$ cat src/shared/eecc_pkg.sv
package eecc_pkg;

  // ==========================================================
  // Register byte offsets
  localparam int          AXI_AW     = 8;
  localparam logic [7:0]  CMD_OFF    = 8'hb0;
  localparam logic [7:0]  DATA_OFF   = 8'hb4;
  localparam logic [7:0]  MACL_OFF   = 8'hb8;
  localparam logic [7:0]  MACH_OFF   = 8'hbc;
  localparam logic [7:0]  STAT_OFF   = 8'hc0;
  localparam logic [7:0]  MASK_OFF   = 8'hc4;

  // ==========================================================
  // Command register layout
  localparam int          BUSY_BIT   = 31;
  localparam int          OP_LSB     = 28;
  localparam int          OP_W       = 3;
  localparam int          EE_AW      = 8;
  localparam int          EE_DW      = 8;
  localparam int          OP_LANE    = 3;
  localparam int          ADDR_LANE  = 0;
  localparam int          DATA_LANE  = 0;

  // ==========================================================
  // Reset values
  localparam logic [2:0]  OP_RST     = 3'h0;
  localparam logic [7:0]  ADDR_RST   = 8'h00;
  localparam logic [7:0]  DATA_RST   = 8'h00;
  localparam logic [47:0] MAC_RST    = 48'h0;

  // ==========================================================
  // Operation codes
  typedef enum logic [2:0] {
    OP_READ      = 3'b000,
    OP_WR_DIS    = 3'b001,
    OP_WR_EN     = 3'b010,
    OP_WRITE     = 3'b011,
    OP_WR_ALL    = 3'b100,
    OP_ERASE     = 3'b101,
    OP_ERASE_ALL = 3'b110,
    OP_RELOAD    = 3'b111
  } eecc_op_t;

  // ==========================================================
  // Address load and interrupt layout
  localparam logic [7:0]  MAC_MARKER = 8'ha5;
  localparam int          MAC_BYTES  = 6;
  localparam int          IRQ_W      = 3;
  localparam int          IRQ_DONE   = 0;
  localparam int          IRQ_TMO    = 1;
  localparam int          IRQ_MAC    = 2;
  localparam logic [2:0]  MASK_RST   = 3'h0;
  localparam logic [1:0]  RESP_OKAY  = 2'b00;
  localparam logic [1:0]  RESP_SLVERR = 2'b10;

  // ==========================================================
  // Timing
  localparam int          CLK_PERIOD_NS = 5;
  localparam int          TIMEOUT_NS    = 1000000;
  localparam int          TIMEOUT_CYC   = TIMEOUT_NS / CLK_PERIOD_NS;

endpackage

$ cat src/core/eecc_timeout.sv
module eecc_timeout #(
  parameter int LIMIT = 200000
) (
  input  wire logic aclk,
  input  wire logic aresetn,
  input  wire logic ce,
  input  wire logic run,
  input  wire logic restart,
  output logic      expired
);

  localparam int CW = $clog2(LIMIT + 1);

  logic [CW-1:0] cnt_q;

  // ==========================================================
  // Cycle counter, cleared while idle
  always_ff @(posedge aclk)
  begin
    if (!aresetn)
      cnt_q <= '0;
    else if (ce)
    begin
      if (!run || restart || expired)
        cnt_q <= '0;
      else
        cnt_q <= cnt_q + 1'b1;
    end
  end

  // Expiry pulse on last counted cycle
  assign expired = ce && run && !restart
                   && (cnt_q == CW'(LIMIT - 1));

endmodule

$ cat src/core/eecc_irq.sv
module eecc_irq #(
  parameter int W = 3
) (
  input  wire logic         aclk,
  input  wire logic         aresetn,
  input  wire logic         ce,
  input  wire logic [W-1:0] set,
  input  wire logic         rd_clr,
  input  wire logic         mask_wr,
  input  wire logic [W-1:0] mask_wdata,
  output logic [W-1:0]      status,
  output logic [W-1:0]      mask,
  output logic              irq
);

  // ==========================================================
  // Sticky status, a read clears, a new event wins
  always_ff @(posedge aclk)
  begin
    if (!aresetn)
      status <= '0;
    else if (ce)
    begin
      if (rd_clr)
        status <= set;
      else
        status <= status | set;
    end
  end

  // Mask register
  always_ff @(posedge aclk)
  begin
    if (!aresetn)
      mask <= eecc_pkg::MASK_RST;
    else if (ce && mask_wr)
      mask <= mask_wdata;
  end

  // Level interrupt from registered state
  assign irq = |(status & mask);

endmodule

$ cat src/core/eecc_top.sv
// Decided for this implementation: the AXI4-Lite interface to the registers.
module eecc_top #(
  parameter int TIMEOUT_CYCLES = eecc_pkg::TIMEOUT_CYC
) (
  input  wire logic                         aclk,
  input  wire logic                         aresetn,
  input  wire logic                         ce,
  input  wire logic [eecc_pkg::AXI_AW-1:0]  s_axi_awaddr,
  input  wire logic                         s_axi_awvalid,
  output logic                              s_axi_awready,
  input  wire logic [31:0]                  s_axi_wdata,
  input  wire logic [3:0]                   s_axi_wstrb,
  input  wire logic                         s_axi_wvalid,
  output logic                              s_axi_wready,
  output logic [1:0]                        s_axi_bresp,
  output logic                              s_axi_bvalid,
  input  wire logic                         s_axi_bready,
  input  wire logic [eecc_pkg::AXI_AW-1:0]  s_axi_araddr,
  input  wire logic                         s_axi_arvalid,
  output logic                              s_axi_arready,
  output logic [31:0]                       s_axi_rdata,
  output logic [1:0]                        s_axi_rresp,
  output logic                              s_axi_rvalid,
  input  wire logic                         s_axi_rready,
  output logic                              eng_valid,
  input  wire logic                         eng_ready,
  output logic [2:0]                        eng_op,
  output logic [eecc_pkg::EE_AW-1:0]        eng_addr,
  output logic [eecc_pkg::EE_DW-1:0]        eng_wdata,
  input  wire logic                         eng_done,
  input  wire logic [eecc_pkg::EE_DW-1:0]   eng_rdata,
  output logic [47:0]                       mac_addr,
  output logic                              mac_loaded,
  output logic                              irq
);

  // ==========================================================
  // Types and helpers
  typedef enum logic [2:0] {
    ST_IDLE   = 3'b000,
    ST_ISSUE  = 3'b001,
    ST_WAIT   = 3'b010,
    ST_MISSUE = 3'b011,
    ST_MWAIT  = 3'b100
  } eecc_state_t;

  // Word address match
  function automatic logic reg_hit(
    input logic [eecc_pkg::AXI_AW-1:0] addr,
    input logic [eecc_pkg::AXI_AW-1:0] off
  );
    reg_hit = (addr[eecc_pkg::AXI_AW-1:2] == off[eecc_pkg::AXI_AW-1:2]);
  endfunction

  // Any mapped register
  function automatic logic reg_mapped(
    input logic [eecc_pkg::AXI_AW-1:0] addr
  );
    reg_mapped = reg_hit(addr, eecc_pkg::CMD_OFF)
               || reg_hit(addr, eecc_pkg::DATA_OFF)
               || reg_hit(addr, eecc_pkg::MACL_OFF)
               || reg_hit(addr, eecc_pkg::MACH_OFF)
               || reg_hit(addr, eecc_pkg::STAT_OFF)
               || reg_hit(addr, eecc_pkg::MASK_OFF);
  endfunction

  localparam logic [2:0] LAST_IDX = 3'(eecc_pkg::MAC_BYTES);

  eecc_state_t                      state_q;
  logic                             busy_q;
  logic [2:0]                       op_q;
  logic [eecc_pkg::EE_AW-1:0]       addr_q;
  logic [eecc_pkg::EE_DW-1:0]       data_q;
  logic [2:0]                       idx_q;
  logic [47:0]                      mac_q;
  logic                             mac_ok_q;
  logic                             eng_valid_q;
  logic [2:0]                       eng_op_q;
  logic [eecc_pkg::EE_AW-1:0]       eng_addr_q;

  logic                             aw_held_q;
  logic [eecc_pkg::AXI_AW-1:0]      awaddr_q;
  logic                             w_held_q;
  logic [31:0]                      wdata_q;
  logic [3:0]                       wstrb_q;
  logic                             bvalid_q;
  logic [1:0]                       bresp_q;
  logic                             rvalid_q;
  logic [1:0]                       rresp_q;
  logic [31:0]                      rdata_q;

  logic                             wr_fire;
  logic                             rd_fire;
  logic                             cmd_wr;
  logic                             go;
  logic                             tmo;
  logic                             op_done;
  logic                             mac_bad;
  logic                             mac_last;
  logic                             op_end;
  logic                             active;
  logic [eecc_pkg::IRQ_W-1:0]       irq_set;
  logic [eecc_pkg::IRQ_W-1:0]       irq_status;
  logic [eecc_pkg::IRQ_W-1:0]       irq_mask;
  logic [31:0]                      rd_word;

  // ==========================================================
  // AXI4-Lite write channels
  assign s_axi_awready = ce && !aw_held_q && !bvalid_q;
  assign s_axi_wready  = ce && !w_held_q && !bvalid_q;
  assign wr_fire       = ce && aw_held_q && w_held_q && !bvalid_q;
  assign s_axi_bvalid  = bvalid_q;
  assign s_axi_bresp   = bresp_q;

  // Write address holding
  always_ff @(posedge aclk)
  begin
    if (!aresetn)
    begin
      aw_held_q <= 1'b0;
      awaddr_q  <= '0;
    end
    else if (ce)
    begin
      if (s_axi_awvalid && s_axi_awready)
      begin
        aw_held_q <= 1'b1;
        awaddr_q  <= s_axi_awaddr;
      end
      else if (wr_fire)
        aw_held_q <= 1'b0;
    end
  end

  // Write data holding
  always_ff @(posedge aclk)
  begin
    if (!aresetn)
    begin
      w_held_q <= 1'b0;
      wdata_q  <= '0;
      wstrb_q  <= '0;
    end
    else if (ce)
    begin
      if (s_axi_wvalid && s_axi_wready)
      begin
        w_held_q <= 1'b1;
        wdata_q  <= s_axi_wdata;
        wstrb_q  <= s_axi_wstrb;
      end
      else if (wr_fire)
        w_held_q <= 1'b0;
    end
  end

  // Write response
  always_ff @(posedge aclk)
  begin
    if (!aresetn)
    begin
      bvalid_q <= 1'b0;
      bresp_q  <= eecc_pkg::RESP_OKAY;
    end
    else if (ce)
    begin
      if (wr_fire)
      begin
        bvalid_q <= 1'b1;
        bresp_q  <= reg_mapped(awaddr_q) ? eecc_pkg::RESP_OKAY
                                         : eecc_pkg::RESP_SLVERR;
      end
      else if (s_axi_bready)
        bvalid_q <= 1'b0;
    end
  end

  // ==========================================================
  // AXI4-Lite read channels
  assign s_axi_arready = ce && !rvalid_q;
  assign rd_fire       = s_axi_arvalid && s_axi_arready;
  assign s_axi_rvalid  = rvalid_q;
  assign s_axi_rresp   = rresp_q;
  assign s_axi_rdata   = rdata_q;

  // Read word mux
  always_comb
  begin
    rd_word = '0;
    if (reg_hit(s_axi_araddr, eecc_pkg::CMD_OFF))
    begin
      rd_word[eecc_pkg::BUSY_BIT] = busy_q;
      rd_word[eecc_pkg::OP_LSB +: eecc_pkg::OP_W] = op_q;
      rd_word[eecc_pkg::EE_AW-1:0] = addr_q;
    end
    else if (reg_hit(s_axi_araddr, eecc_pkg::DATA_OFF))
      rd_word[eecc_pkg::EE_DW-1:0] = data_q;
    else if (reg_hit(s_axi_araddr, eecc_pkg::MACL_OFF))
      rd_word = mac_q[31:0];
    else if (reg_hit(s_axi_araddr, eecc_pkg::MACH_OFF))
      rd_word[15:0] = mac_q[47:32];
    else if (reg_hit(s_axi_araddr, eecc_pkg::STAT_OFF))
      rd_word[eecc_pkg::IRQ_W-1:0] = irq_status;
    else if (reg_hit(s_axi_araddr, eecc_pkg::MASK_OFF))
      rd_word[eecc_pkg::IRQ_W-1:0] = irq_mask;
  end

  // Read response
  always_ff @(posedge aclk)
  begin
    if (!aresetn)
    begin
      rvalid_q <= 1'b0;
      rresp_q  <= eecc_pkg::RESP_OKAY;
      rdata_q  <= '0;
    end
    else if (ce)
    begin
      if (rd_fire)
      begin
        rvalid_q <= 1'b1;
        rdata_q  <= rd_word;
        rresp_q  <= reg_mapped(s_axi_araddr) ? eecc_pkg::RESP_OKAY
                                             : eecc_pkg::RESP_SLVERR;
      end
      else if (s_axi_rready)
        rvalid_q <= 1'b0;
    end
  end

  // ==========================================================
  // Command decode
  assign cmd_wr = wr_fire && reg_hit(awaddr_q, eecc_pkg::CMD_OFF)
                  && !busy_q;
  assign go     = cmd_wr && wstrb_q[eecc_pkg::OP_LANE]
                  && wdata_q[eecc_pkg::BUSY_BIT];

  // Completion events
  assign active   = (state_q != ST_IDLE);
  assign op_done  = (state_q == ST_WAIT) && eng_done;
  assign mac_bad  = (state_q == ST_MWAIT) && eng_done && (idx_q == 3'h0)
                    && (eng_rdata != eecc_pkg::MAC_MARKER);
  assign mac_last = (state_q == ST_MWAIT) && eng_done
                    && (idx_q == LAST_IDX);
  assign op_end   = op_done || tmo || mac_bad || mac_last;

  // Command field and address hold
  always_ff @(posedge aclk)
  begin
    if (!aresetn)
    begin
      op_q   <= eecc_pkg::OP_RST;
      addr_q <= eecc_pkg::ADDR_RST;
    end
    else if (ce && cmd_wr)
    begin
      if (wstrb_q[eecc_pkg::OP_LANE])
        op_q <= wdata_q[eecc_pkg::OP_LSB +: eecc_pkg::OP_W];
      if (wstrb_q[eecc_pkg::ADDR_LANE])
        addr_q <= wdata_q[eecc_pkg::EE_AW-1:0];
    end
  end

  // Busy flag, high from reset through address load
  always_ff @(posedge aclk)
  begin
    if (!aresetn)
      busy_q <= 1'b1;
    else if (ce)
    begin
      if (go)
        busy_q <= 1'b1;
      else if (op_end)
        busy_q <= 1'b0;
    end
  end

  // Data register, engine read result wins
  always_ff @(posedge aclk)
  begin
    if (!aresetn)
      data_q <= eecc_pkg::DATA_RST;
    else if (ce)
    begin
      if (op_done && (eng_op_q == eecc_pkg::OP_READ))
        data_q <= eng_rdata;
      else if (wr_fire && reg_hit(awaddr_q, eecc_pkg::DATA_OFF)
               && wstrb_q[eecc_pkg::DATA_LANE])
        data_q <= wdata_q[eecc_pkg::EE_DW-1:0];
    end
  end

  // ==========================================================
  // Operation sequencer
  always_ff @(posedge aclk)
  begin
    if (!aresetn)
      state_q <= ST_MISSUE;
    else if (ce)
    begin
      case (state_q)
        ST_IDLE:
        begin
          if (go)
          begin
            if (wdata_q[eecc_pkg::OP_LSB +: eecc_pkg::OP_W]
                == eecc_pkg::OP_RELOAD)
              state_q <= ST_MISSUE;
            else
              state_q <= ST_ISSUE;
          end
        end
        ST_ISSUE:
        begin
          if (tmo)
            state_q <= ST_IDLE;
          else if (eng_ready)
            state_q <= ST_WAIT;
        end
        ST_WAIT:
        begin
          if (op_done || tmo)
            state_q <= ST_IDLE;
        end
        ST_MISSUE:
        begin
          if (tmo)
            state_q <= ST_IDLE;
          else if (eng_ready)
            state_q <= ST_MWAIT;
        end
        ST_MWAIT:
        begin
          if (tmo || mac_bad || mac_last)
            state_q <= ST_IDLE;
          else if (eng_done)
            state_q <= ST_MISSUE;
        end
        default:
          state_q <= ST_IDLE;
      endcase
    end
  end

  // Engine request valid
  always_ff @(posedge aclk)
  begin
    if (!aresetn)
      eng_valid_q <= 1'b1;
    else if (ce)
    begin
      if (go || ((state_q == ST_MWAIT) && eng_done && !op_end))
        eng_valid_q <= 1'b1;
      else if (eng_ready || tmo)
        eng_valid_q <= 1'b0;
    end
  end

  // Engine request payload
  always_ff @(posedge aclk)
  begin
    if (!aresetn)
    begin
      eng_op_q   <= eecc_pkg::OP_READ;
      eng_addr_q <= eecc_pkg::ADDR_RST;
    end
    else if (ce)
    begin
      if (go)
      begin
        eng_op_q <= wdata_q[eecc_pkg::OP_LSB +: eecc_pkg::OP_W];
        if (wstrb_q[eecc_pkg::ADDR_LANE])
          eng_addr_q <= wdata_q[eecc_pkg::EE_AW-1:0];
        else
          eng_addr_q <= addr_q;
        if (wdata_q[eecc_pkg::OP_LSB +: eecc_pkg::OP_W]
            == eecc_pkg::OP_RELOAD)
          eng_addr_q <= eecc_pkg::ADDR_RST;
      end
      else if ((state_q == ST_MWAIT) && eng_done)
        eng_addr_q <= eecc_pkg::EE_AW'(idx_q + 3'h1);
    end
  end

  // Load engine as a read for address load
  assign eng_op    = (state_q == ST_MISSUE || state_q == ST_MWAIT)
                     ? eecc_pkg::OP_READ : eng_op_q;
  assign eng_valid = eng_valid_q;
  assign eng_addr  = eng_addr_q;
  assign eng_wdata = data_q;

  // ==========================================================
  // Address load
  always_ff @(posedge aclk)
  begin
    if (!aresetn)
      idx_q <= 3'h0;
    else if (ce)
    begin
      if (go)
        idx_q <= 3'h0;
      else if ((state_q == ST_MWAIT) && eng_done)
        idx_q <= idx_q + 3'h1;
    end
  end

  // Loaded flag, cleared when a reload starts
  always_ff @(posedge aclk)
  begin
    if (!aresetn)
      mac_ok_q <= 1'b0;
    else if (ce)
    begin
      if (go && (wdata_q[eecc_pkg::OP_LSB +: eecc_pkg::OP_W]
                 == eecc_pkg::OP_RELOAD))
        mac_ok_q <= 1'b0;
      else if (mac_last)
        mac_ok_q <= 1'b1;
    end
  end

  // One byte lane per address location
  genvar g;
  generate
    for (g = 0; g < eecc_pkg::MAC_BYTES; g++)
    begin : g_mac
      always_ff @(posedge aclk)
      begin
        if (!aresetn)
          mac_q[g*8 +: 8] <= eecc_pkg::MAC_RST[g*8 +: 8];
        else if (ce && (state_q == ST_MWAIT) && eng_done
                 && (idx_q == 3'(g + 1)))
          mac_q[g*8 +: 8] <= eng_rdata;
      end
    end
  endgenerate

  assign mac_addr   = mac_q;
  assign mac_loaded = mac_ok_q;

  // ==========================================================
  // Timeout and interrupts
  eecc_timeout #(
    .LIMIT   (TIMEOUT_CYCLES)
  ) u_timeout (
    .aclk    (aclk),
    .aresetn (aresetn),
    .ce      (ce),
    .run     (active),
    .restart (eng_done || go),
    .expired (tmo)
  );

  assign irq_set[eecc_pkg::IRQ_DONE] = op_end;
  assign irq_set[eecc_pkg::IRQ_TMO]  = tmo;
  assign irq_set[eecc_pkg::IRQ_MAC]  = mac_last;

  eecc_irq #(
    .W          (eecc_pkg::IRQ_W)
  ) u_irq (
    .aclk       (aclk),
    .aresetn    (aresetn),
    .ce         (ce),
    .set        (irq_set),
    .rd_clr     (rd_fire && reg_hit(s_axi_araddr, eecc_pkg::STAT_OFF)),
    .mask_wr    (wr_fire && reg_hit(awaddr_q, eecc_pkg::MASK_OFF)
                 && wstrb_q[0]),
    .mask_wdata (wdata_q[eecc_pkg::IRQ_W-1:0]),
    .status     (irq_status),
    .mask       (irq_mask),
    .irq        (irq)
  );

endmodule

$ cat config.mk
export PLATFORM = sky130hd
export DESIGN_NAME = eecc_top
export DESIGN_NICKNAME = d
export VERILOG_FILES = /design/src/shared/eecc_pkg.sv /design/src/core/eecc_timeout.sv /design/src/core/eecc_irq.sv /design/src/core/eecc_top.sv
export SDC_FILE = /design/constraint.sdc
export NUM_CORES = 1
export LEC_CHECK = 0
export ABC_CLOCK_PERIOD_IN_PS = 4600
export BUFFER_PORTS_ARGS = -buffer_cell sky130_fd_sc_hd__buf_2
export CAP_MARGIN = 20
export CORE_ASPECT_RATIO = 1.25
export CORE_MARGIN = 2
export CORE_UTILIZATION = 56
export DETAILED_ROUTE_END_ITERATION = 8
export PLACE_DENSITY = 0.83
export SYNTH_ARGS = -nofsm -noshare
export SYNTH_HDL_FRONTEND = slang
export SYNTH_SLANG_ARGS = --single-unit
$ cat constraint.sdc
create_clock -name aclk -period 4.6 [get_ports aclk]
set_input_delay 0.46 -clock aclk [delete_from_list [all_inputs] [get_ports aclk]]
set_output_delay 0.46 -clock aclk [all_outputs]
set_load 0.1 [all_outputs]
-- After elaboration in Yosys (flattened, before gate mapping)
Index checks and enable logic that the tools add are counted.
- add/sub/neg operators: 3
- bitwise logic cells: 2
- reduce and logical (&&, ||, !) cells: 100
- equal/unequal tests: 30
- multiplexer cells: 47
- operators by type and width (cell ; number):
    == test 6 bit (second input constant) ; 12
    2-to-1 mux 8 bit ; 8
    2-to-1 mux 3 bit ; 15
    logical AND 1 bit ; 41
    2-to-1 mux 16 bit ; 2
    AND reduction 2 bit ; 15
    2-to-1 mux 24 bit ; 1
    logical OR 1 bit ; 21
    2-to-1 mux 20 bit ; 1
    adder 18 x 1 -> 18 bit (second input constant) ; 1
    == test 18 bit (second input constant) ; 1
    2-to-1 mux 18 bit ; 1
    nonzero test 2 bit ; 9
    == test 3 bit (second input constant) ; 5
    one-hot mux 3 bit (5 select lines) ; 1
    2-to-1 mux 1 bit ; 13
    2-to-1 mux 13 bit ; 1
    == test 3 x 2 -> 1 bit (second input constant) ; 4
    zero test 3 bit ; 3
    zero test 1 bit ; 8
    != test 8 bit (second input constant) ; 1
    == test 3 x 1 -> 1 bit (second input constant) ; 2
    2-to-1 mux 2 bit ; 3
    != test 3 bit (second input constant) ; 2
    11 further kinds ; 11
- input port bits: 70
- register bits after elaboration: 195
- output and inout port bits: 111

-- Depth between registers and ports, before layout
Gate-level depths: netlist (run 1).
- depth in word-level cells: 19
- depth in mapped cells: 8
- mapped depth without buffers: 7

-- Hierarchy
Synthesis (run 1) repeated with hierarchy kept, for this count alone.
- cell total of the unflattened synthesis: 809
- area, all modules: 7649.8 µm²
- modules (own cells, without submodules) (module ; times used ; cells an instance ; area an instance (µm²)):
    eecc_top ; 1 ; 672 ; 6378.6
    eecc_timeout ; 1 ; 108 ; 1018.5
    eecc_irq ; 1 ; 29 ; 252.7

-- Worst setup path after synthesis (run 1)
No wires, ideal clock.
- kind: reg2reg
- start: register rvalid_q (netlist: s_axi_rvalid)
- end: register rdata_q[18] (netlist: s_axi_rdata[18])
- buffers on the path: 1
- arrival time: 3.509 ns
- library setup time: 0.068 ns
- stages on the path, launching flop included: 7
- setup slack: 1.023 ns
- period minus slack after synthesis: 3.577 ns
- required time: 4.532 ns
- path through: dfxtp_1 > nor2b_1 > nand2_1 > nor3_2 > clkbuf_1 > a22oi_1 > nor2_1
- longest elaborated chain between the ends: 4
- ends and longest elaborated chain (element ; RTL line ; source):
    from (decl) ; eecc_top.sv:88 ; logic rvalid_q;
    from (signal assigned) ; eecc_top.sv:213 ; rvalid_q <= 1'b0;
    from (signal assigned) ; eecc_top.sv:221 ; rvalid_q <= 1'b1;
    from (signal assigned) ; eecc_top.sv:227 ; rvalid_q <= 1'b0;
    zero test 1 bit ; eecc_top.sv:180 ; assign s_axi_arready = ce && !rvalid_q;
    logical AND 1 bit ; eecc_top.sv:180 ;
    named net s_axi_arready ; eecc_top.sv:20 ; output logic s_axi_arready,
    logical AND 1 bit ; eecc_top.sv:181 ; assign rd_fire = s_axi_arvalid && s_axi_arready;
    AND reduction 2 bit (no line) ; -- ;
    to (signal assigned) ; eecc_top.sv:222 ; rdata_q <= rd_word;
    to (decl) ; eecc_top.sv:90 ; logic [31:0] rdata_q;
The timed path passes the listed nets, and every way through them passes these cells.
A chain may end at the register's enable or synchronous reset.

-- Worst setup path after layout (run 1)
- start: register state_q[2]
- end: output eng_op[1]
- longest elaborated chain between the ends: 3
- ends and longest elaborated chain (element ; RTL line ; source):
    from (decl) ; eecc_top.sv:69 ; eecc_state_t state_q;
    from (signal assigned) ; eecc_top.sv:298 ; state_q <= ST_MISSUE;
    from (signal assigned) ; eecc_top.sv:308 ; state_q <= ST_MISSUE;
    from (signal assigned) ; eecc_top.sv:310 ; state_q <= ST_ISSUE;
    == test 3 x 2 -> 1 bit / == test 3 bit (equally long branches) ; eecc_top.sv:386 ; assign eng_op = (state_q == ST_MISSUE || state_q == ST_MWAIT)
    logical OR 1 bit (*) ; eecc_top.sv:386 ;
    2-to-1 mux 3 bit (*) ; eecc_top.sv:387 ; ? eecc_pkg::OP_READ : eng_op_q;
    to (decl) ; eecc_top.sv:27 ; output logic [2:0] eng_op,
Mark *: on every way between the ends. The rest lies on a longest branch, timed or not.

==> results of run 1 <==
[final cells by class]
type	count	area (sq um)	area share [%]
Multi-Input combinational cell	587	3710	42.4
Sequential cell	169	3380	38.6
Timing Repair Buffer	158	806	9.19
Clock buffer	18	439	5.01
Tap cell	171	214	2.44
Clock inverter	14	163	1.86
Inverter	12	47.5	0.542
[stage by stage]
stage          hold slack (ns)  utilization [%]
6_report                 0.266             66.9
5_1_grt                  0.272             66.9
4_1_cts                  0.258             66.9
3_5_place_dp             0.443             62.3
3_3_place_gp             0.443             62.3
2_1_floorplan            0.436                -
[registers in the layout, summed over array words and instances (netlist names), 2 cells and up]
name and cells:
u_irq.mask 3, state_q 3, addr_q 8, u_irq.status 3, eng_wdata 8, op_q 3, wdata_q 12, s_axi_rdata 32
eng_addr 8, u_timeout.cnt_q 18, eng_op_q 3, mac_addr 48, idx_q 3, wstrb_q 2, awaddr_q 6
[kinds of logic (layout without fill, tap and decap cells)]
family,after synthesis,count (layout)
AOI/OAI and AO/OA,135,135
xor gates and xnor gates,19,19
adders and majority gates,6,6
buffers and inverters,66,202
DFF,169,169
muxes,86,86
other,1,2
and+or+nand+nor,339,339
[routing by layer]
layer	part of all wire, %	global-route usage, %	vias up
li1	-	-	3141
met1	41	33.7	3136
met2	49	46.2	238
met3	7.5	7.73	32
met4	2.6	10.6	0
met5	0	0	-
[worst paths after layout]
kind	to	slack, ns	depth (start not counted)
worst min register to register	s_axi_rdata[6]$_SDFFE_PN0P_	0.45	2
worst min-delay path	wdata_q[7]$_SDFFE_PN0P_	0.27	3
worst max register to register	eng_wdata[2]$_SDFFE_PN0P_	2.18	5
worst max-delay path	eng_op[1]	2.01	5
[where the power goes]
part           total, uW  internal [uW]  switching, uW
combinational        269           70.7            199
sequential          1520           1490           30.2
clock               1460            829            629
[critical path, cell delays in order, from the launching register on]
cell and delay, ns:
dfxtp_1 0.53, nor2b_1 0.15, and2_1 0.20, a21oi_1 0.20
and2_1 0.19, buf_2 0.43
[layout by cell type (no fill, tap or decap), types with 12 or more instances in the layout]
| master | n |
|---|---|
| dfxtp_1 | 169 |
| buf_2 | 152 |
| nor2_1 | 111 |
| nand2_1 | 98 |
| mux2i_1 | 81 |
| a21oi_1 | 63 |
| nand3_1 | 29 |
| nor3_1 | 29 |
| clkbuf_16 | 17 |
| xor2_1 | 13 |
| a22oi_1 | 13 |
| a211oi_1 | 12 |
==> metrics.log, run 1 <==
[metrics] Std-Cell Core Area: 0.0131 sq mm
[metrics] count of hold buffers inserted by post-cts repair: 0
[metrics] Final Net Count: ~1000
[metrics] leftover overflow at the end of global routing: 0
[metrics] height of the die: 133 um
[metrics] average cell area after synthesis: between 9 and 10 sq um
[metrics] Rows: 47
[metrics] overall power of the completed layout: 3240 uW
[metrics] via count: between 6000 and 7000
[metrics] root cell of the clock tree: clkbuf_16
[metrics] area of all placed cells without fillers: approximately 0.0088 sq mm
[metrics] library cell with the highest instance count after synthesis: dfxtp_1
[metrics] Cell Pwr Density: 370 mW/mm^2
[metrics] count of non-filler cells in the finished layout: between 1000 and 1500
[metrics] count of fill cells added during filler insertion: around 1100
[metrics] Post-DRT Antenna Nets: 0
[metrics] EDFF count, synth: 0
[metrics] Max-Slew Margin vs Limit: a little under a third
[metrics] Worst Path Max Fanout: 10
[metrics] average routed wire per standard cell: ~17 um
[metrics] Iteration-0 DRC Markers: between 300 and 400
[metrics] leakage: 0.00380 uW
[metrics] via count normalized by instance count: 5.80
[metrics] largest net degree at the start of global routing: 96
[metrics] main combinational cell family by area after synthesis: simple AND/OR/NAND/NOR gates
[metrics] synthesized-area fraction occupied by xor and xnor cells: 2.24%
[metrics] wire length of the first global-routing pass: 31100 um
[metrics] fraction of the yosys area taken by sequential cells: 45.6%
[metrics] number of setup buffers added after CTS: 0
[metrics] setup TNS: 0 ns
[metrics] number of antenna violations at the first check in global routing: 0
[metrics] Synth warnings: 0
[metrics] number of distinct library cells after synthesis: just under 70
[metrics] CTS sink count: 169
[metrics] Fmax: ~390 MHz
[metrics] diodes inserted: 0
[metrics] Resized cells post-CTS: 0
[metrics] gp weighted congestion: about 0.86
[metrics] beginning of the critical path: state_q[2]$_SDFFE_PN0P_
[metrics] synth cell count leaders: dfxtp_1, nor2_1, nand2_1
[metrics] required time of the worst setup path: around 4.1 ns
[metrics] clock buffers created by TritonCTS: 17
[metrics] DRC: 0
[metrics] instance area after placement: 0.00817 sq mm
[metrics] result of the run: completed
[metrics] Skew-Pair Late Insertion Delay: ~0.43 ns
[metrics] Critical Path End Type: output port
[metrics] Initial Utilization: about 57%
[metrics] area share of and/or/nand/nor cells after synthesis: 22.8%
[metrics] number of maximum-capacitance violations: 0
[metrics] setup repair after global routing missed its margin: no
[metrics] area added between synthesis and finish: 18.3%
[metrics] total routing usage reported by global routing: between 20% and 30%
[metrics] IO Pins: between 150 and 200
[metrics] via count of the first global-routing pass: ~6300
[metrics] top_reg_cell synth: dfxtp_1
[metrics] x dimension of the die: ~110 um
[metrics] time the final worst path needs with I/O delays and setup: about 2.6 ns
[metrics] total standard cell area after synthesis: 0.00741 sq mm
[metrics] startpoint class of the critical path: flip-flop
[metrics] final worst-path setup slack: between 2 and 2.5 ns
[metrics] fraction of final layout cells with drive strength greater than 1: roughly a quarter
[metrics] clock transition at the registers of the reported paths: 0.07 ns
[metrics] async set or reset register ratio after synthesis: 0%
[metrics] Post-Syn Instances: just over 800
[metrics] TritonCTS clock tree: done
[metrics] measured slew at the worst slew-check pin: 1.04 ns
[metrics] drt total wl: 19300 um
[metrics] Worst Setup Slack post-DPL: 1.89 ns
[metrics] endpoints failing hold: 0
[metrics] area enclosed by the die boundary: between 0.01 and 0.015 sq mm
[metrics] Max H-tree Level: 4
[metrics] arrival time of the worst setup path: 2.13 ns
[metrics] max-slew violations: 0
[metrics] Period Utilization, post-route: between 50% and 60%
[metrics] flop and latch count out of synthesis: between 150 and 200
[metrics] iteration count of the initial detailed-routing pass: 5
[metrics] largest buffer count on any clock path: 2
[metrics] Max Clock Skew: around 0.0086 ns
[metrics] share of the synthesized area in the top cell type: 45.6%
[metrics] class of the most critical hold timing path: in -> reg
[metrics] Synth area leaders: dfxtp_1, mux2i_1, nor2_1
[metrics] HP Start: s_axi_wdata[7]
[metrics] estimated wirelength of the detail-placed design: between 10000 and 15000 um
[metrics] setup violation total in the final timing report: 0
[metrics] dominant cell type by area after synthesis: dfxtp_1
[metrics] complex-gate fraction of the synthesized area: 12.2%
[metrics] worst vdd ir: ~0.25 mV
[metrics] instance count after placement with tap cells included: roughly 1100
[metrics] count of input and output buffers: between 150 and 200
[metrics] share of synthesized area spent on multiplexers: a little under an eighth
[metrics] area share of fa/ha/maj cells after synthesis: under 10%
[metrics] startpoint of the lowest-slack register-to-register path: wstrb_q[0]$_SDFFE_PN0P_
[metrics] Worst Setup Path Type: reg -> out
No activity file was read; power rests on OpenSTA's default activity.
==> inputs of run 2 (changes only) <==
- ABC_CLOCK_PERIOD_IN_PS: 4600 -> 2200
- CORE_UTILIZATION: 56 -> 48
- PLACE_DENSITY: 0.83 -> 0.76
- clock period: 4.6 -> 2.2 ns (I/O delays scaled with it)
==> metrics.log, run 2 (same netlist as run 1, synthesis figures left out) <==
[metrics] result of the run: completed
[metrics] endpoints failing hold: 0 (unchanged)
[metrics] drt total wl: 19800 um (+2.8%)
[metrics] Worst Path Max Fanout: 10 (unchanged)
[metrics] Critical Path End Type: output port
[metrics] leftover overflow at the end of global routing: 0 (unchanged)
[metrics] estimated wirelength of the detail-placed design: 14200 um (+5.4%)
[metrics] Max-Slew Margin vs Limit: 25.3% (-5.2 points)
[metrics] startpoint of the lowest-slack register-to-register path: w_held_q$_SDFFE_PN0P_
[metrics] R2R depth: 5 (unchanged)
[metrics] Std-Cell Core Area: 0.0150 sq mm (+14%)
[metrics] number of stages on the worst hold path: 3 (unchanged)
[metrics] max FFs per register: 48 (unchanged)
[metrics] Max Clock Skew: 0.0102 ns (+0.00165 ns)
[metrics] worst hold slack: 0.0226 ns (-0.243 ns)
[metrics] average routed wire per standard cell: 16.9 um (-0.99%)
[metrics] most frequent cells in the layout: dfxtp_1, buf_2, nor2_1
[metrics] instance count after placement with tap cells included: 1140 (+3.9%)
[metrics] class of the most critical hold timing path: in -> reg
[metrics] portion of total power attributed to combinational logic: 9.0% (+0.7 points)
[metrics] share of power burned in registers: 46.8% (about the same)
[metrics] number of antenna violations at the first check in global routing: 0 (unchanged)
[metrics] count of non-filler cells in the finished layout: 1172 (+3.8%)
[metrics] required time of the worst setup path: 1.98 ns (-2.16 ns)
[metrics] delay of the slowest cell on the worst path: 0.37 ns (-0.16 ns)
[metrics] x dimension of the die: 115 um (+7.7%)
[metrics] measured slew at the worst slew-check pin: 1.10 ns (+0.0693 ns)
[metrics] net switching power figure: 1750 uW (+100%)
[metrics] iteration count of the initial detailed-routing pass: 5 (unchanged)
[metrics] internal power consumption: 5010 uW (+110%)
[metrics] count of input and output buffers: 152 (unchanged)
[metrics] Skew-Pair Late Insertion Delay: 0.44 ns (about the same)
[metrics] time the final worst path needs with I/O delays and setup: ~2.1 ns
[metrics] root cell of the clock tree: clkbuf_16
[metrics] area added between synthesis and finish: 22.8%
[metrics] Final Net Count: 1053 (+3.1%)
[metrics] Post-DRT Antenna Nets: 0 (unchanged)
[metrics] HP Start: s_axi_wdata[5]
[metrics] Critical Path Most Common Cell: and2_1
[metrics] arrival time of the worst setup path: 1.87 ns (-0.26 ns)
[metrics] DRC: 0 (unchanged)
[metrics] setup repair after global routing missed its margin: no
[metrics] worst vdd ir: 0.454 mV (+79%)
[metrics] via count normalized by instance count: 5.59 (-3.6%)
[metrics] IO Pins: 181 (unchanged)
[metrics] share of power burned in the clock network: 44.1% (-0.9 points)
[metrics] Max H-tree Level: 4 (unchanged)
[metrics] fraction of final layout cells with drive strength greater than 1: 26.7% (+3.1 points)
[metrics] count of fill cells added during filler insertion: 1327 (+24%)
[metrics] height of the die: 143 um (+7.8%)
[metrics] count of hold buffers inserted by post-cts repair: 0 (unchanged)
[metrics] beginning of the critical path: state_q[0]$_SDFFE_PN1P_
[metrics] clock transition at the registers of the reported paths: 0.06 ns (about the same)
[metrics] Iteration-0 DRC Markers: 505 (+35%)
[metrics] largest buffer count on any clock path: 2 (unchanged)
[metrics] setup TNS: 0 ns (unchanged)
[metrics] max-slew violations: 0 (unchanged)
[metrics] Worst Setup Slack post-DPL: 0.00986 ns (-1.88 ns)
[metrics] Fmax: 479 MHz
[metrics] Initial Utilization: 49.4% (-7.2 points)
[metrics] via count of the first global-routing pass: 6220 (-0.78%)
[metrics] largest net degree at the start of global routing: 50 (-48%)
[metrics] total routing usage reported by global routing: 25.0% (-2.7 points)
[metrics] TritonCTS clock tree: done
[metrics] Worst Setup Path Type: reg -> out
[metrics] cell breakdown of the critical path: nor2b_1 -> and2_1 -> a21oi_1 -> and2_1 -> buf_4
[metrics] final worst-path setup slack: 0.111 ns (-1.90 ns)
[metrics] gp weighted congestion: 0.834 (-2.4%)
[metrics] clock buffers created by TritonCTS: 17 (unchanged)
[metrics] Cell Pwr Density: 743 mW/mm^2 (+100%)
[metrics] CTS sink count: 169 (unchanged)
[metrics] via count: 6554 (+0.11%)
[metrics] Rows: 50 (+6.4%)
[metrics] Final Core Density: 60.6% (-6.2 points)
[metrics] setup violation total in the final timing report: 0 (unchanged)
[metrics] Hold EP: wdata_q[5]$_SDFFE_PN0P_
[metrics] critical register-to-register path endpoint: state_q[1]$_SDFFE_PN1P_
[metrics] leakage: 0.00397 uW (+4.5%)
[metrics] area enclosed by the die boundary: 0.0165 sq mm (+16%)
[metrics] cell at the slowest stage of the critical path: dfxtp_2
[metrics] commonest non-fill, non-tap cell in the layout: dfxtp_1
[metrics] net switching share of the total power: 25.9% (-0.51 points)
[metrics] number of maximum-capacitance violations: 0 (unchanged)
[metrics] Period Utilization, post-route: 94.9%
[metrics] reg-to-reg slack, setup: 0.19 ns (-1.99 ns)
[metrics] startpoint class of the critical path: flip-flop
[metrics] diodes inserted: 0 (unchanged)
[metrics] wire length of the first global-routing pass: 32200 um (+3.7%)
## run 2: per-stage QoR
stage	cell area, sq um	total power, uW
after global placement	8500	3830
after floorplan	7450	3660
after global routing	9100	6970
after detailed placement	8500	3840
after CTS	9090	6800
final	9100	6760
## run 2: cell type report
class | instances | area (sq um) | share of cell area [%]
Clock inverter | 12 | 139 | 1.53
Tap cell | 182 | 228 | 2.50
Inverter | 12 | 47.5 | 0.522
Sequential cell | 169 | 3390 | 37.2
Clock buffer | 20 | 447 | 4.91
Timing Repair Buffer | 190 | 1110 | 12.2
Multi-Input combinational cell | 587 | 3740 | 41.1
## run 2: power groups by stage
stage	Sequential (uW)	Combinational, uW	Clock (uW)
global route	3170	654	3150
global placement	3230	603	0
detailed placement	3230	610	0
floorplan	3320	344	0
finish	3160	611	2980
CTS	3160	611	3020
## run 2: metal layers
layer | up-vias | share of wire, % | global-route usage, % | wire (um)
met5 | - | 0 | 0 | 0
met4 | 0 | 1.5 | 7.61 | 306
met3 | 28 | 6.7 | 6.83 | 1320
met2 | 201 | 47 | 40.4 | 9410
met1 | 3136 | 44 | 32.6 | 8790
li1 | 3189 | - | - | -
## run 2: worst max-delay path by stage
stage | end | cells after the start
2_1_floorplan | s_axi_rdata[18]$_SDFFE_PN0P_ | 6
3_3_place_gp | state_q[1]$_SDFFE_PN1P_ | 6
3_5_place_dp | state_q[1]$_SDFFE_PN1P_ | 6
4_1_cts | eng_op[0] | 5
5_1_grt | eng_op[2] | 5
6_report | eng_op[2] | 5
## run 2: timing repair
action / 4_1_cts / 5_1_grt
setup buffers: 0 / 0
resized for setup: 4 / 3
endpoints found under the hold margin: 0 / 0
setup endpoints to repair: 3 / 3
## run 2: worst max-delay path: cells and delay by family, from the launching register on
kind | cells | cell delay, ns
and+or+nand+nor | 3 | 0.54
DFF | 1 | 0.37
AOI/OAI and AO/OA | 1 | 0.23
buffers and inverters | 1 | 0.29
==> inputs of run 3 (changes only) <==
- ABC_CLOCK_PERIOD_IN_PS: 2200 -> 1900
- clock period: 2.2 -> 1.9 ns (I/O delays scaled with it)
==> metrics.log, run 3 (same netlist as run 1, synthesis figures left out) <==
[metrics] result of the run: completed
[metrics] Skew-Pair Late Insertion Delay: 0.43 ns (about the same)
[metrics] total routing usage reported by global routing: 25.0% (about the same)
[metrics] required time of the worst setup path: 2.23 ns (+0.25 ns)
[metrics] measured slew at the worst slew-check pin: 0.619 ns (-0.486 ns)
[metrics] gp weighted congestion: 0.866 (+3.8%)
[metrics] Std-Cell Core Area: 0.0150 sq mm (unchanged)
[metrics] arrival time of the worst setup path: 2.19 ns (+0.32 ns)
[metrics] count of input and output buffers: 152 (unchanged)
[metrics] area added between synthesis and finish: 29.4%
[metrics] max-slew violations: 0 (unchanged)
[metrics] Cell Pwr Density: 867 mW/mm^2 (+17%)
[metrics] Max Clock Skew: 0.00920 ns (-0.00101 ns)
[metrics] Final Net Count: 1086 (+3.1%)
[metrics] most frequent cells in the layout: dfxtp_1, buf_2, nor2_1
[metrics] IO Pins: 181 (unchanged)
[metrics] startpoint class of the critical path: flip-flop
[metrics] Rows: 50 (unchanged)
[metrics] sequential cell area: 0.00340 sq mm (+0.30%)
[metrics] endpoints failing hold: 0 (unchanged)
[metrics] startpoint of the lowest-slack register-to-register path: awaddr_q[2]$_SDFFE_PN0P_
[metrics] area enclosed by the die boundary: 0.0165 sq mm (unchanged)
[metrics] via count: 6723 (+2.6%)
[metrics] multi-input logic area: 0.00381 sq mm (+1.8%)
[metrics] estimated wirelength of the detail-placed design: 14600 um (+2.7%)
[metrics] max FFs per register: 48 (unchanged)
[metrics] HP Start: s_axi_wstrb[0]
[metrics] via count of the first global-routing pass: 6244 (+0.39%)
[metrics] average routed wire per standard cell: 17.3 um (+2.0%)
[metrics] Worst Path Max Fanout: 17 (+7)
[metrics] worst hold slack: 0.00653 ns (-0.0161 ns)
[metrics] class of the most critical hold timing path: in -> reg
[metrics] Max-Slew Margin vs Limit: 58.2% (+33 points)
[metrics] clock buffers created by TritonCTS: 17 (unchanged)
[metrics] iteration count of the initial detailed-routing pass: 4 (-1)
[metrics] number of maximum-capacitance violations: 0 (unchanged)
[metrics] Initial Utilization: 49.4% (unchanged)
[metrics] Max H-tree Level: 4 (unchanged)
[metrics] time the final worst path needs with I/O delays and setup: between 1.5 and 2 ns
[metrics] TritonCTS clock tree: done
[metrics] largest buffer count on any clock path: 2 (unchanged)
[metrics] wire length of the first global-routing pass: 32100 um (-0.58%)
[metrics] via count normalized by instance count: 5.58 (-0.23%)
[metrics] Worst Setup Path Type: reg -> reg
[metrics] DRC: 0 (unchanged)
[metrics] x dimension of the die: 115 um (unchanged)
[metrics] Critical Path End Type: flip-flop
[metrics] fraction of final layout cells with drive strength greater than 1: 30.7% (+4.0 points)
[metrics] height of the die: 143 um (unchanged)
[metrics] worst vdd ir: 0.571 mV (+26%)
[metrics] Fmax: 538 MHz
[metrics] setup violation total in the final timing report: 0 (unchanged)
[metrics] count of fill cells added during filler insertion: 1254 (-5.5%)
[metrics] Period Utilization, post-route: 97.9%
[metrics] root cell of the clock tree: clkbuf_16
[metrics] commonest non-fill, non-tap cell in the layout: dfxtp_1
[metrics] Iteration-0 DRC Markers: 403 (-20%)
[metrics] beginning of the critical path: awaddr_q[2]$_SDFFE_PN0P_
[metrics] CTS sink count: 169 (unchanged)
[metrics] drt total wl: 20800 um (+4.9%)
[metrics] diodes inserted: 0 (unchanged)
[metrics] leakage: 0.00422 uW (+6.1%)
[metrics] number of antenna violations at the first check in global routing: 1 (+1)
[metrics] clock transition at the registers of the reported paths: 0.06 ns (about the same)
[metrics] setup repair after global routing missed its margin: yes
[metrics] Post-DRT Antenna Nets: 0 (unchanged)
[metrics] Final Core Density: 63.9% (+3.3 points)
[metrics] leftover overflow at the end of global routing: 0 (unchanged)
[metrics] largest net degree at the start of global routing: 52 (+4.0%)
[run 3: cell count changes in the layout (fill, tap and decap cells not counted), moves of 4 or more]
cell | previous run | this run
dlygate4sd3_1 | 0 | 4
buf_12 | 4 | 9
and2_1 | 9 | 5
dfxtp_1 | 165 | 161
and2_4 | 0 | 4
buf_4 | 35 | 57
[run 3: final timing paths]
check                                end  slack [ns]  cells after the start
max reg2reg      state_q[1]$_SDFFE_PN1P_        0.04                      6
max              state_q[1]$_SDFFE_PN1P_        0.04                      6
min reg2reg  s_axi_rdata[6]$_SDFFE_PN0P_        0.46                      2
min              wstrb_q[0]$_SDFFE_PN0P_       0.007                      3
[run 3: layout make-up]
cell class              instances  area share, %
flip-flops and latches        169           35.4
clock inverters                14           2.27
multi-input cells             587           39.7
clock buffers                  18           4.58
inverters                      12          0.496
repair buffers                223           15.2
well taps                     182           2.37
[run 3: stage by stage]
step	power (uW)	instance area, sq um	TNS [ns]	setup WS (ns)	instances
3_5_place_dp	4480	8720	-0.0153	-0.0153	1159
5_1_grt	8540	9590	-0.113	-0.0704	1205
4_1_cts	8290	9460	-0.000510	-0.000510	1198
3_3_place_gp	4470	8720	-0.00638	-0.00638	1159
6_report	8320	9590	0	0.0396	1205
2_1_floorplan	4250	7490	0	0.000435	822
[run 3: critical path, cell delays in order, from the launching register on]
cell and delay (ns):
dfxtp_1 0.34, nand4bb_1 0.21, or4_4 0.51, buf_8 0.18, a21oi_1 0.23, nor3b_1 0.09
o31ai_2 0.19
[run 3: repair_timing]
item,CTS,global route
pin swaps,2,8
gates resized for setup,7,17
hold endpoints to repair,4,0
setup endpoints to repair,21,42
cloned,0,1
buffers inserted,3,6
hold buffers,4,0
[run 3: routing by layer]
layer  global-route usage [%]  routed length, um  vias to the layer above
li1                         -                  -                     3259
met1                     30.8               8740                     3177
met2                     41.5               9990                      244
met3                     6.20               1480                       43
met4                     10.4                593                        0
met5                        0                  0                        -
[run 3: power by group]
| group | internal [uW] | total, uW | switching, uW |
|---|---|---|---|
| registers | 3600 | 3650 | 56.0 |
| clock network | 2380 | 3860 | 1490 |
| logic | 263 | 798 | 536 |
